--- src/dsmh_pkg.sv ---
// Package: offsets, field positions, reset values and carriers of the status block
package dsmh_pkg;

    ////////////////////////////////////////////////////////////////////////////
    // Register byte offsets
    localparam logic [7:0] OFF_CTRL = 8'h00;
    localparam logic [7:0] OFF_MISSED = 8'h04;
    localparam logic [7:0] OFF_RX_STAT = 8'h08;
    localparam logic [7:0] OFF_TX_STAT = 8'h0c;
    localparam logic [7:0] OFF_HASH = 8'h10;

    // Reset values
    localparam logic [13:0] CTRL_MAXLEN_RST = 14'h05ee;
    localparam logic [31:0] WORD_RST = 32'h0000_0000;

    ////////////////////////////////////////////////////////////////////////////
    // Receive status word fields
    localparam int RX_OVR_BIT = 0;
    localparam int RX_CRC_BIT = 1;
    localparam int RX_DRIB_BIT = 2;
    localparam int RX_LONG_BIT = 7;
    localparam int RX_MCAST_BIT = 10;
    localparam int RX_LEN_LSB = 16;
    localparam int RX_LEN_W = 14;

    // Transmit status word fields
    localparam int TX_DEFER_BIT = 0;
    localparam int TX_CC_LSB = 3;
    localparam int TX_CC_W = 4;
    localparam int TX_HB_BIT = 7;
    localparam int TX_EXC_BIT = 8;
    localparam int TX_LATE_BIT = 9;
    localparam int TX_NOCAR_BIT = 10;
    localparam int TX_LOSS_BIT = 11;

    // Hash register fields
    localparam int HASH_BITS = 9;
    localparam int HASH_VALID_BIT = 16;

    ////////////////////////////////////////////////////////////////////////////
    // Counts and CRC constants
    localparam logic [31:0] CRC_POLY = 32'hedb88320;
    localparam logic [31:0] CRC_INIT = 32'hffffffff;
    localparam logic [2:0] ADDR_BYTES = 3'h6;
    localparam logic [3:0] COLL_MAX = 4'hf;
    localparam logic [15:0] MISSED_MAX = 16'hffff;

    ////////////////////////////////////////////////////////////////////////////
    // Carriers
    typedef struct packed {
        logic [13:0] len;
        logic crc_err;
        logic dribble;
        logic overrun;
    } dsmh_rx_info_type;

    typedef struct packed {
        logic deferred;
        logic excess;
        logic late;
        logic no_carrier;
        logic loss_carrier;
        logic hb_fail;
    } dsmh_tx_info_type;

endpackage

--- src/dsmh_crc_byte.sv ---
// One byte step of the reflected CRC-32, least significant bit first
`timescale 1ns/100ps
module dsmh_crc_byte (
    input wire logic [31:0] crc_in,
    input wire logic [7:0] data,
    output logic [31:0] crc_out
);

    always_comb begin
        crc_out = crc_in;
        for (int b = 0; b < 8; b++) begin
            crc_out = {1'b0, crc_out[31:1]}
                ^ (((crc_out[0] ^ data[b]) == 1'b1) ? dsmh_pkg::CRC_POLY : 32'h0000_0000);
        end
    end

endmodule

--- src/dsmh_top.sv ---
// Descriptor status words, missed frame counter and multicast hash, AHB-Lite slave
//
// The AHB-Lite register port and the address map were chosen for this implementation.
`timescale 1ns/100ps
module dsmh_top (
    input wire logic hclk,
    input wire logic hresetn,
    input wire logic hsel,
    input wire logic [31:0] haddr,
    input wire logic [1:0] htrans,
    input wire logic hwrite,
    input wire logic [2:0] hsize,
    input wire logic [31:0] hwdata,
    input wire logic hready,
    output logic hreadyout,
    output logic hresp,
    output logic [31:0] hrdata,
    input wire logic rx_end,
    input wire dsmh_pkg::dsmh_rx_info_type rx_info,
    input wire logic dst_valid,
    input wire logic dst_first,
    input wire logic [7:0] dst_byte,
    input wire logic missed_pulse,
    input wire logic tx_start,
    input wire logic tx_coll,
    input wire logic tx_end,
    input wire dsmh_pkg::dsmh_tx_info_type tx_info,
    output logic [31:0] rx_status_word,
    output logic rx_status_valid,
    output logic [31:0] tx_status_word,
    output logic tx_status_valid,
    output logic [8:0] hash_index,
    output logic hash_valid,
    output logic [15:0] missed_frame_counter
);

    ////////////////////////////////////////////////////////////////////////////
    // Bus slave
    logic [13:0] max_len_r;
    logic [15:0] missed_r;
    logic [15:0] missed_nxt;
    logic [31:0] rx_word_r;
    logic [31:0] tx_word_r;
    logic [8:0] hash_r;
    logic hash_seen_r;
    logic wr_pend_r;
    logic [7:0] wa_r;
    logic [31:0] hrdata_r;

    wire logic bus_take = hsel & htrans[1] & hready;
    wire logic [7:0] ra = haddr[7:0];
    wire logic rd_take = bus_take & ~hwrite;
    wire logic rd_clr = rd_take & (ra == dsmh_pkg::OFF_MISSED);
    wire logic wr_ctrl = wr_pend_r & (wa_r == dsmh_pkg::OFF_CTRL);
    wire logic [31:0] hash_word = {15'h0000, hash_seen_r, 7'h00, hash_r};
    wire logic [31:0] rd_word =
        (ra == dsmh_pkg::OFF_CTRL) ? {18'h00000, max_len_r} :
        (ra == dsmh_pkg::OFF_MISSED) ? {16'h0000, missed_r} :
        (ra == dsmh_pkg::OFF_RX_STAT) ? rx_word_r :
        (ra == dsmh_pkg::OFF_TX_STAT) ? tx_word_r :
        (ra == dsmh_pkg::OFF_HASH) ? hash_word : 32'h0000_0000;

    always_ff @(posedge hclk or negedge hresetn) begin
        if (!hresetn) begin
            wr_pend_r <= 1'b0;
            wa_r <= 8'h00;
            hrdata_r <= 32'h0000_0000;
        end else begin
            wr_pend_r <= bus_take & hwrite;
            wa_r <= bus_take ? ra : wa_r;
            hrdata_r <= rd_take ? rd_word : hrdata_r;
        end
    end

    always_ff @(posedge hclk or negedge hresetn) begin
        if (!hresetn) begin
            max_len_r <= dsmh_pkg::CTRL_MAXLEN_RST;
        end else if (wr_ctrl) begin
            max_len_r <= hwdata[13:0];
        end
    end

    assign hreadyout = 1'b1;
    assign hresp = 1'b0;
    assign hrdata = hrdata_r;

    ////////////////////////////////////////////////////////////////////////////
    // Missed frame counter, cleared by read, a drop in the read cycle is kept
    wire logic [15:0] missed_inc = (missed_r == dsmh_pkg::MISSED_MAX) ? missed_r : missed_r + 16'h0001;

    assign missed_nxt = missed_pulse ? (rd_clr ? 16'h0001 : missed_inc) :
        (rd_clr ? 16'h0000 : missed_r);

    always_ff @(posedge hclk or negedge hresetn) begin
        if (!hresetn) begin
            missed_r <= 16'h0000;
        end else begin
            missed_r <= missed_nxt;
        end
    end

    assign missed_frame_counter = missed_r;

    ////////////////////////////////////////////////////////////////////////////
    // Multicast hash over the destination address
    logic [31:0] crc_r;
    logic [2:0] byte_cnt_r;
    logic mc_r;
    logic hash_valid_r;
    logic [31:0] crc_out;
    logic [31:0] crc_be;
    logic [8:0] hash_nxt;

    wire logic in_addr = (byte_cnt_r != 3'h0) & (byte_cnt_r < dsmh_pkg::ADDR_BYTES);
    wire logic accept = dst_valid & (dst_first | in_addr);
    wire logic [31:0] crc_in = dst_first ? dsmh_pkg::CRC_INIT : crc_r;
    wire logic [2:0] cnt_nxt = dst_first ? 3'h1 : byte_cnt_r + 3'h1;
    wire logic addr_done = accept & (cnt_nxt == dsmh_pkg::ADDR_BYTES);

    dsmh_crc_byte u_crc (
        .crc_in(crc_in),
        .data(dst_byte),
        .crc_out(crc_out)
    );

    for (genvar i = 0; i < 32; i++) begin : g_rev
        assign crc_be[i] = crc_out[31 - i];
    end
    for (genvar i = 0; i < dsmh_pkg::HASH_BITS; i++) begin : g_idx
        assign hash_nxt[i] = crc_be[31 - i];
    end

    always_ff @(posedge hclk or negedge hresetn) begin
        if (!hresetn) begin
            crc_r <= dsmh_pkg::CRC_INIT;
            byte_cnt_r <= 3'h0;
            mc_r <= 1'b0;
        end else if (accept) begin
            crc_r <= crc_out;
            byte_cnt_r <= cnt_nxt;
            mc_r <= dst_first ? dst_byte[0] : mc_r;
        end
    end

    always_ff @(posedge hclk or negedge hresetn) begin
        if (!hresetn) begin
            hash_r <= 9'h000;
            hash_valid_r <= 1'b0;
            hash_seen_r <= 1'b0;
        end else begin
            hash_r <= addr_done ? hash_nxt : hash_r;
            hash_valid_r <= addr_done;
            hash_seen_r <= hash_seen_r | addr_done;
        end
    end

    assign hash_index = hash_r;
    assign hash_valid = hash_valid_r;

    ////////////////////////////////////////////////////////////////////////////
    // Receive status word
    logic [31:0] rx_word_nxt;
    logic rx_valid_r;

    always_comb begin
        rx_word_nxt = dsmh_pkg::WORD_RST;
        rx_word_nxt[dsmh_pkg::RX_LEN_LSB +: dsmh_pkg::RX_LEN_W] = rx_info.len;
        rx_word_nxt[dsmh_pkg::RX_MCAST_BIT] = mc_r;
        rx_word_nxt[dsmh_pkg::RX_CRC_BIT] = rx_info.crc_err;
        rx_word_nxt[dsmh_pkg::RX_DRIB_BIT] = rx_info.dribble;
        rx_word_nxt[dsmh_pkg::RX_LONG_BIT] = rx_info.len > max_len_r;
        rx_word_nxt[dsmh_pkg::RX_OVR_BIT] = rx_info.overrun;
    end

    always_ff @(posedge hclk or negedge hresetn) begin
        if (!hresetn) begin
            rx_word_r <= dsmh_pkg::WORD_RST;
            rx_valid_r <= 1'b0;
        end else begin
            rx_word_r <= rx_end ? rx_word_nxt : rx_word_r;
            rx_valid_r <= rx_end;
        end
    end

    assign rx_status_word = rx_word_r;
    assign rx_status_valid = rx_valid_r;

    ////////////////////////////////////////////////////////////////////////////
    // Transmit status word with collision count
    logic [3:0] coll_r;
    logic [31:0] tx_word_nxt;
    logic tx_valid_r;

    wire logic [3:0] coll_inc = (coll_r == dsmh_pkg::COLL_MAX) ? coll_r : coll_r + 4'h1;
    wire logic [3:0] coll_cur = tx_coll ? coll_inc : coll_r;
    wire logic [3:0] coll_nxt = tx_start ? {3'h0, tx_coll} : coll_cur;

    always_comb begin
        tx_word_nxt = dsmh_pkg::WORD_RST;
        tx_word_nxt[dsmh_pkg::TX_DEFER_BIT] = tx_info.deferred;
        tx_word_nxt[dsmh_pkg::TX_CC_LSB +: dsmh_pkg::TX_CC_W] = coll_cur;
        tx_word_nxt[dsmh_pkg::TX_EXC_BIT] = tx_info.excess;
        tx_word_nxt[dsmh_pkg::TX_LATE_BIT] = tx_info.late;
        tx_word_nxt[dsmh_pkg::TX_LOSS_BIT] = tx_info.loss_carrier;
        tx_word_nxt[dsmh_pkg::TX_NOCAR_BIT] = tx_info.no_carrier;
        tx_word_nxt[dsmh_pkg::TX_HB_BIT] = tx_info.hb_fail;
    end

    always_ff @(posedge hclk or negedge hresetn) begin
        if (!hresetn) begin
            coll_r <= 4'h0;
            tx_word_r <= dsmh_pkg::WORD_RST;
            tx_valid_r <= 1'b0;
        end else begin
            coll_r <= coll_nxt;
            tx_word_r <= tx_end ? tx_word_nxt : tx_word_r;
            tx_valid_r <= tx_end;
        end
    end

    assign tx_status_word = tx_word_r;
    assign tx_status_valid = tx_valid_r;

    wire logic [13:0] rx_len_in = rx_info.len;
    wire logic rx_crc_in = rx_info.crc_err;
    wire logic rx_drib_in = rx_info.dribble;
    wire logic rx_ovr_in = rx_info.overrun;
    wire logic tx_def_in = tx_info.deferred;
    wire logic tx_exc_in = tx_info.excess;
    wire logic tx_late_in = tx_info.late;
    wire logic tx_loss_in = tx_info.loss_carrier;
    wire logic tx_nocar_in = tx_info.no_carrier;
    wire logic tx_hb_in = tx_info.hb_fail;
endmodule

--- config.mk ---
export PLATFORM = sky130hd
export DESIGN_NAME = dsmh_top
export DESIGN_NICKNAME = d
export VERILOG_FILES = /design/src/dsmh_pkg.sv /design/src/dsmh_crc_byte.sv /design/src/dsmh_top.sv
export SDC_FILE = /design/constraint.sdc
export NUM_CORES = 1
export LEC_CHECK = 0
export ABC_AREA = 1
export BUFFER_PORTS_ARGS = -buffer_cell sky130_fd_sc_hd__buf_2
export CAP_MARGIN = 20
export CORE_MARGIN = 2
export CORE_UTILIZATION = 54
export CTS_CLUSTER_SIZE = 30
export DETAILED_ROUTE_END_ITERATION = 7
export HOLD_SLACK_MARGIN = 0.15
export PLACE_DENSITY = 0.82
export SYNTH_ARGS = -nofsm -noshare
export SYNTH_HDL_FRONTEND = slang
export SYNTH_HIERARCHICAL = 1
export SYNTH_SLANG_ARGS = --single-unit
--- constraint.sdc ---
create_clock -name hclk -period 2.2 [get_ports hclk]
set_input_delay 0.44 -clock hclk [delete_from_list [all_inputs] [get_ports hclk]]
set_output_delay 0.44 -clock hclk [all_outputs]
set_load 0.1 [all_outputs]
==> results of run 1 <==
## path summary, 6_finish.rpt
| check | startpoint | to | cells after the start |
|---|---|---|---|
| min in group asynchronous | hresetn | missed_frame_counter[7] | 2 |
| setup reg to reg | crc_r[0] | crc_r[7] | 11 |
| hold / removal | tx_info[3] | tx_status_word[9] | 3 |
| setup / recovery | missed_frame_counter[5] | missed_frame_counter[5] | 1 |
| max in group asynchronous | hresetn | max_len_r[1] | 3 |
| hold reg to reg | hash_seen_r | hash_seen_r | 2 |
## metal layers
metal / GRT usage / wire (µm) / part of all wire / vias up
li1: - / - / - / 3839
met1: 0.3206 / 9111 / 0.41 / 3677
met2: 0.4502 / 11290 / 0.51 / 274
met3: 0.05057 / 1237 / 0.056 / 49
met4: 0.08961 / 561 / 0.025 / 0
met5: 0 / 0 / 0 / -
## power by group through the flow
stage | Sequential, mW | Combinational [mW] | Clock (mW)
6_report | 3.98 | 4.94 | 2.82
5_1_grt | 4.05 | 5.41 | 2.97
4_1_cts | 3.97 | 4.94 | 2.86
3_5_place_dp | 4.01 | 4.90 | 0
3_3_place_gp | 3.99 | 4.76 | 0
2_1_floorplan | 4.93 | 2.92 | 0
## cells by family after synthesis
logic type	Yosys count	share of synthesized area
adders and majority gates	18	0.02514
buffers and inverters	191	0.1020
DFF	151	0.4274
and+or+nand+nor	594	0.3034
other	2	0.0008383
muxes	1	0.001117
AOI/OAI and AO/OA	128	0.07989
xor gates and xnor gates	57	0.06034
## cell type report
cell class	instances	area [µm²]
fill	1380	5898
clock buffer	17	425.4
timing repair buffer	180	1005
tap	220	275.3
multi-input combinational	837	4355
sequential	151	3831
clock inverter	15	143.9
inverter	122	473.0
## what timing repair did
item / 4_1_cts / 5_1_grt
buffers inserted: 0 / 0
hold buffers: 1 / 0
resized for setup: 0 / 0
hold endpoints to repair: 26 / 0
## sequential cells by signal, indices dropped and copies added, names as in the netlist
| name | flops |
|---|---|
| byte_cnt_r | 3 |
| coll_r | 4 |
| crc_r | 32 |
| hash_index | 9 |
| hash_seen_r | 1 |
| hash_valid | 1 |
| hrdata | 30 |
| max_len_r | 14 |
| mc_r | 1 |
| missed_frame_counter | 16 |
| rx_status_valid | 1 |
| rx_status_word | 19 |
| tx_status_valid | 1 |
| tx_status_word | 10 |
| wa_r | 8 |
| wr_pend_r | 1 |
## stage by stage
stage	cells	power (mW)	util	setup slack [ns]	hold WS, ns
6_report	1542	11.74	0.6405	0.3219	0.2058
4_1_cts	1542	11.77	0.6405	0.3189	0.2006
3_5_place_dp	1509	8.906	0.6052	-0.01365	0.3316
3_3_place_gp	1509	8.758	0.6052	0.05796	0.3330
2_1_floorplan	1179	7.849	-	0.04178	0.1444
5_1_grt	1542	12.43	0.6405	0.1588	0.2042
## layout by cell type (no fill, tap or decap), types with 13 or more instances in the layout
master,n
nand4_1,13
nand2_1,400
nand2_4,16
ha_1,18
nor2_1,51
a21oi_1,20
dfrtp_1,109
or2_2,33
o21ai_1,20
xor2_1,44
o31ai_1,13
o21ai_0,63
nand3_1,38
nand2_2,17
conb_1,39
clkbuf_16,17
buf_4,25
buf_2,151
dfstp_2,40
inv_1,109
==> flow_metrics.tcl, run 1 <==
set metrics [dict create \
    comb_power_share 0.421 \
    die_h_um 132.8 \
    relSlewSlack 0.6472 \
    start_util 0.5460 \
    cts_buffers 17 \
    cts-root-buf "clkbuf_16" \
    pwr-share-seq 0.339 \
    cts_tree "done" \
    cts.sink_count 151 \
    clockBufferDepth 2 \
    syn_avg_cell_area_um2 7.845 \
    ys_ff_latch 151 \
    diodes 0 \
    synth_top_area_share 0.3101 \
    drv_cap 0 \
    wire_per_inst_um 14.39 \
    fin_crit_ns 1.878 \
    port_buffers 152 \
    yosys-top-cells-area "dfrtp_1 (31%), nand2_1 (17%), dfstp_2 (12%)" \
    netSwitchingFraction 0.4379 \
    grt_pass1_vias 7434 \
    yosysMostFrequentCell "nand2_1" \
    yosys_warnings 6 \
    ant_nets 0 \
    vias_per_cell 5.084 \
    vias 7839 \
    ys_types 43 \
    grt.total_usage 0.2582 \
    design_area_um2 10510 \
    fin_crit_sh 0.8537 \
    tightest_slew_ns 0.5328 \
    synth_ff_type "dfrtp_1" \
    cp_max_fo 7 \
    yosys.area.top_type "dfrtp_1" \
    hold_violations 0 \
    grt_max_degree 54 \
    area_delta_synth_final_pct 17.30 \
    nNetsFinal 1439 \
    core-area_um2 16410 \
    rrSetupSlack_ns 0.35 \
    pin_count 238 \
    slowest_stage "dfrtp_1" \
    max_clock_freq_mhz 532.4 \
    clkPwrFrac 0.240 \
    grt_pass1_wl_um 36340 \
    gp_congestion 0.9046 \
    worst_ep_required_time_ns 1.76 \
    synth_enable_flop_cells 0 \
    path_class "flop to output pin" \
    rows 47 \
    rsz0062_at_grt "no" \
    crit_arrival_ns 1.44 \
    die_w_um 132.8 \
    yosys-top-cells-count "nand2_1 (400), dfrtp_1 (111), inv_1 (109), o21ai_0 (63), nor2_1 (51)" \
    power_density_nw_per_um2 1117 \
    report.final.slew_viol_count 0 \
    place_hpwl_um 16760 \
    ir_drop_mv 0.6387 \
    fin_skew_ns 0.008021 \
    drt_iter0_drc 595 \
    synth-seq-area-share 0.4274 \
    synth_area_um2 8959 \
    critPathBufInv 1 \
    status "completed" \
    cp_slowest_stage_delay_ns 0.52 \
    cp_top_family "flip-flops" \
    switchingPower_mw 5.142 \
    cp-end-kind "output pin" \
    routed_wl_um 22200 \
    overflow 0 \
    drt_first_pass_iters 5 \
    syn_inst 1142 \
    drc_errors 0 \
    worst_setup_path_start_kind "flop" \
    place_area_um2 9930 \
    async_reset_ff_frac 1.000 \
    total_leakage_power_nw 5.805 \
    clock_latency_ns 0.43 \
    dieArea_um2 17640 \
    report.final.setup_viol 0 \
    cts-htree-levels 4 \
    p_int_mw 6.600 \
    cp_cell_sequence "buf_2" \
    hp-class "primary input to flop" \
    drive_above_1_share 0.2738 \
    fin_setup_tns_ns 0 \
    antenna_found_initial 0 \
    clkTransAtPathRegs_ns 0.07 \
]
Note: power is estimated with default switching activity, not from simulation.
==> run 2, diff against run 1 <==
--- a/config.mk
+++ b/config.mk
@@ -16,2 +16,4 @@
 export PLACE_DENSITY = 0.82
+export SKIP_LAST_GASP = 1
+export SLEW_MARGIN = 15
 export SYNTH_ARGS = -nofsm -noshare
--- a/constraint.sdc
+++ b/constraint.sdc
@@ -3,2 +3,2 @@
 set_output_delay 0.44 -clock hclk [all_outputs]
-set_load 0.1 [all_outputs]
+set_load 0.01 [all_outputs]
==> flow_metrics.tcl, run 2 (synthesis gave the netlist of run 1 again) <==
set metrics [dict create \
    hold_violations 0 \
    grt_max_degree 49 \
    cp_top_family "flip-flops" \
    utilization 0.6385 \
    drv_cap 0 \
    place_hpwl_um 16900 \
    antenna_found_initial 0 \
    grt.total_usage 0.2610 \
    cts-root-buf "clkbuf_16" \
    power_density_nw_per_um2 995.0 \
    nNetsFinal 1435 \
    slowest_stage "dfstp_2" \
    drt_first_pass_iters 7 \
    rrSetupSlack_ns 0.33 \
    pre_cts_ws_ns -0.05448 \
    ant_nets 0 \
    worst_ep_required_time_ns 2.55 \
    hp-class "primary input to flop" \
    vias 7907 \
    overflow 0 \
    whs_ns 0.2039 \
    pin_count 238 \
    cp_max_fo 10 \
    switchingPower_mw 3.861 \
    cp-end-kind "flop" \
    critPathBufInv 2 \
    p_int_mw 6.563 \
    report.final.slew_viol_count 0 \
    comb_power_share 0.347 \
    regMostFlops "crc_r" \
    report.final.setup_viol 0 \
    fin_skew_ns 0.01405 \
    cts_tree "done" \
    timing.final.ws_setup_ns 0.3252 \
    path_class "flop to flop" \
    pwr-share-seq 0.381 \
    worst_setup_path_start_kind "flop" \
    layout_commonest_cell "nand2_1" \
    drt_iter0_drc 580 \
    cts_buffers 17 \
    dieArea_um2 17640 \
    diodes 0 \
    rows 47 \
    grt_pass1_wl_um 36540 \
    area_delta_synth_final_pct 16.94 \
    cts.sink_count 151 \
    grt_pass1_vias 7605 \
    total_leakage_power_nw 5.776 \
    wire_per_inst_um 14.53 \
    gp_congestion 0.9197 \
    cp_slowest_stage_delay_ns 0.56 \
    clkPwrFrac 0.272 \
    clockBufferDepth 2 \
    largest_register_ffs 32 \
    port_buffers 152 \
    die_h_um 132.8 \
    status "completed" \
    drc_errors 0 \
    postCtsSetupRepairBufs 0 \
    fin_crit_sh 0.8522 \
    vias_per_cell 5.141 \
    routed_wl_um 22350 \
    fin_crit_ns 1.875 \
    finalPower_mw 10.42 \
    cp_cell_sequence "or2_2 -> inv_1 -> nand2_1 -> nand2_1 -> nand2_4 -> nand2_8 -> xnor2_1 -> xnor2_1 -> inv_1 -> o21ai_0" \
    rsz0062_at_grt "no" \
    clkTransAtPathRegs_ns 0.06 \
    clock_latency_ns 0.43 \
    netSwitchingFraction 0.3704 \
    fin_setup_tns_ns 0 \
    ir_drop_mv 0.6735 \
    mostFrequentLayoutCells "nand2_1 (400), buf_2 (151), dfrtp_1 (111)" \
    max_clock_freq_mhz 533.4 \
    drive_above_1_share 0.2701 \
    crit_arrival_ns 2.23 \
    die_w_um 132.8 \
    start_util 0.5460 \
    core-area_um2 16410 \
    cts-htree-levels 4 \
]
## run 2: cell types whose count changed in the layout (fill, tap and decap cells not counted)
| cell | before | now |
|---|---|---|
| clkinvlp_4 | 3 | 6 |
| inv_6 | 7 | 8 |
| dfrtp_2 | 2 | 0 |
| clkinv_4 | 3 | 0 |
| clkinv_2 | 2 | 1 |
| dfrtp_1 | 109 | 111 |
| buf_4 | 25 | 21 |
## run 2: metrics by stage
stage | std cells | instance area [µm²]
final | 1538 | 10480
after global routing | 1538 | 10480
after CTS | 1538 | 10480
after detailed placement | 1505 | 9897
after global placement | 1505 | 9897
after floorplan | 1179 | 9097
## run 2: final timing paths
path | cells past startpoint | start | endpoint
setup / recovery | 10 | crc_r[7] | crc_r[5]
hold / removal | 1 | tx_end | tx_status_valid
setup reg to reg | 10 | crc_r[7] | crc_r[5]
hold reg to reg | 2 | crc_r[16] | crc_r[16]
max in group asynchronous | 3 | hresetn | rx_status_word[10]
min in group asynchronous | 2 | hresetn | hrdata[15]
## run 2: worst register-to-register path: cells and delay by family, from the launching register on
kind,cells,cell delay (ns)
compound gates,1,0.17
simple gates,5,0.52
xor+xnor,2,0.43
buf+inv,2,0.11
flops,1,0.56
## run 2: power by group through the flow
stage                     Combinational, mW  Sequential [mW]  Clock, mW
after detailed placement               3.60             4.00          0
after global placement                 3.44             3.99          0
after CTS                              3.61             3.97       2.86
after floorplan                        2.65             3.95          0
final                                  3.62             3.97       2.83
after global routing                   4.10             4.05       3.00
## run 2: final cells by class
cell class	count	area [µm²]
clock buffer	17	425.4
sequential	151	3829
multi-input combinational	837	4355
timing repair buffer	176	974.7
tap	220	275.3
inverter	122	473.0
fill	1355	5931
clock inverter	15	143.9
## run 2: layer usage
metal	share of wire	routed length, µm	GRT usage	vias to the layer above
li1	-	-	-	3826
met1	0.41	9102	0.3207	3730
met2	0.50	11250	0.4479	297
met3	0.060	1335	0.05211	54
met4	0.029	655	0.1129	0
met5	0	0	0	-
## run 2: what timing repair did
| item | in CTS | in global routing |
|---|---|---|
| hold endpoints to repair | 24 | 0 |
| resized for setup | 0 | 0 |
| hold buffers | 1 | 0 |
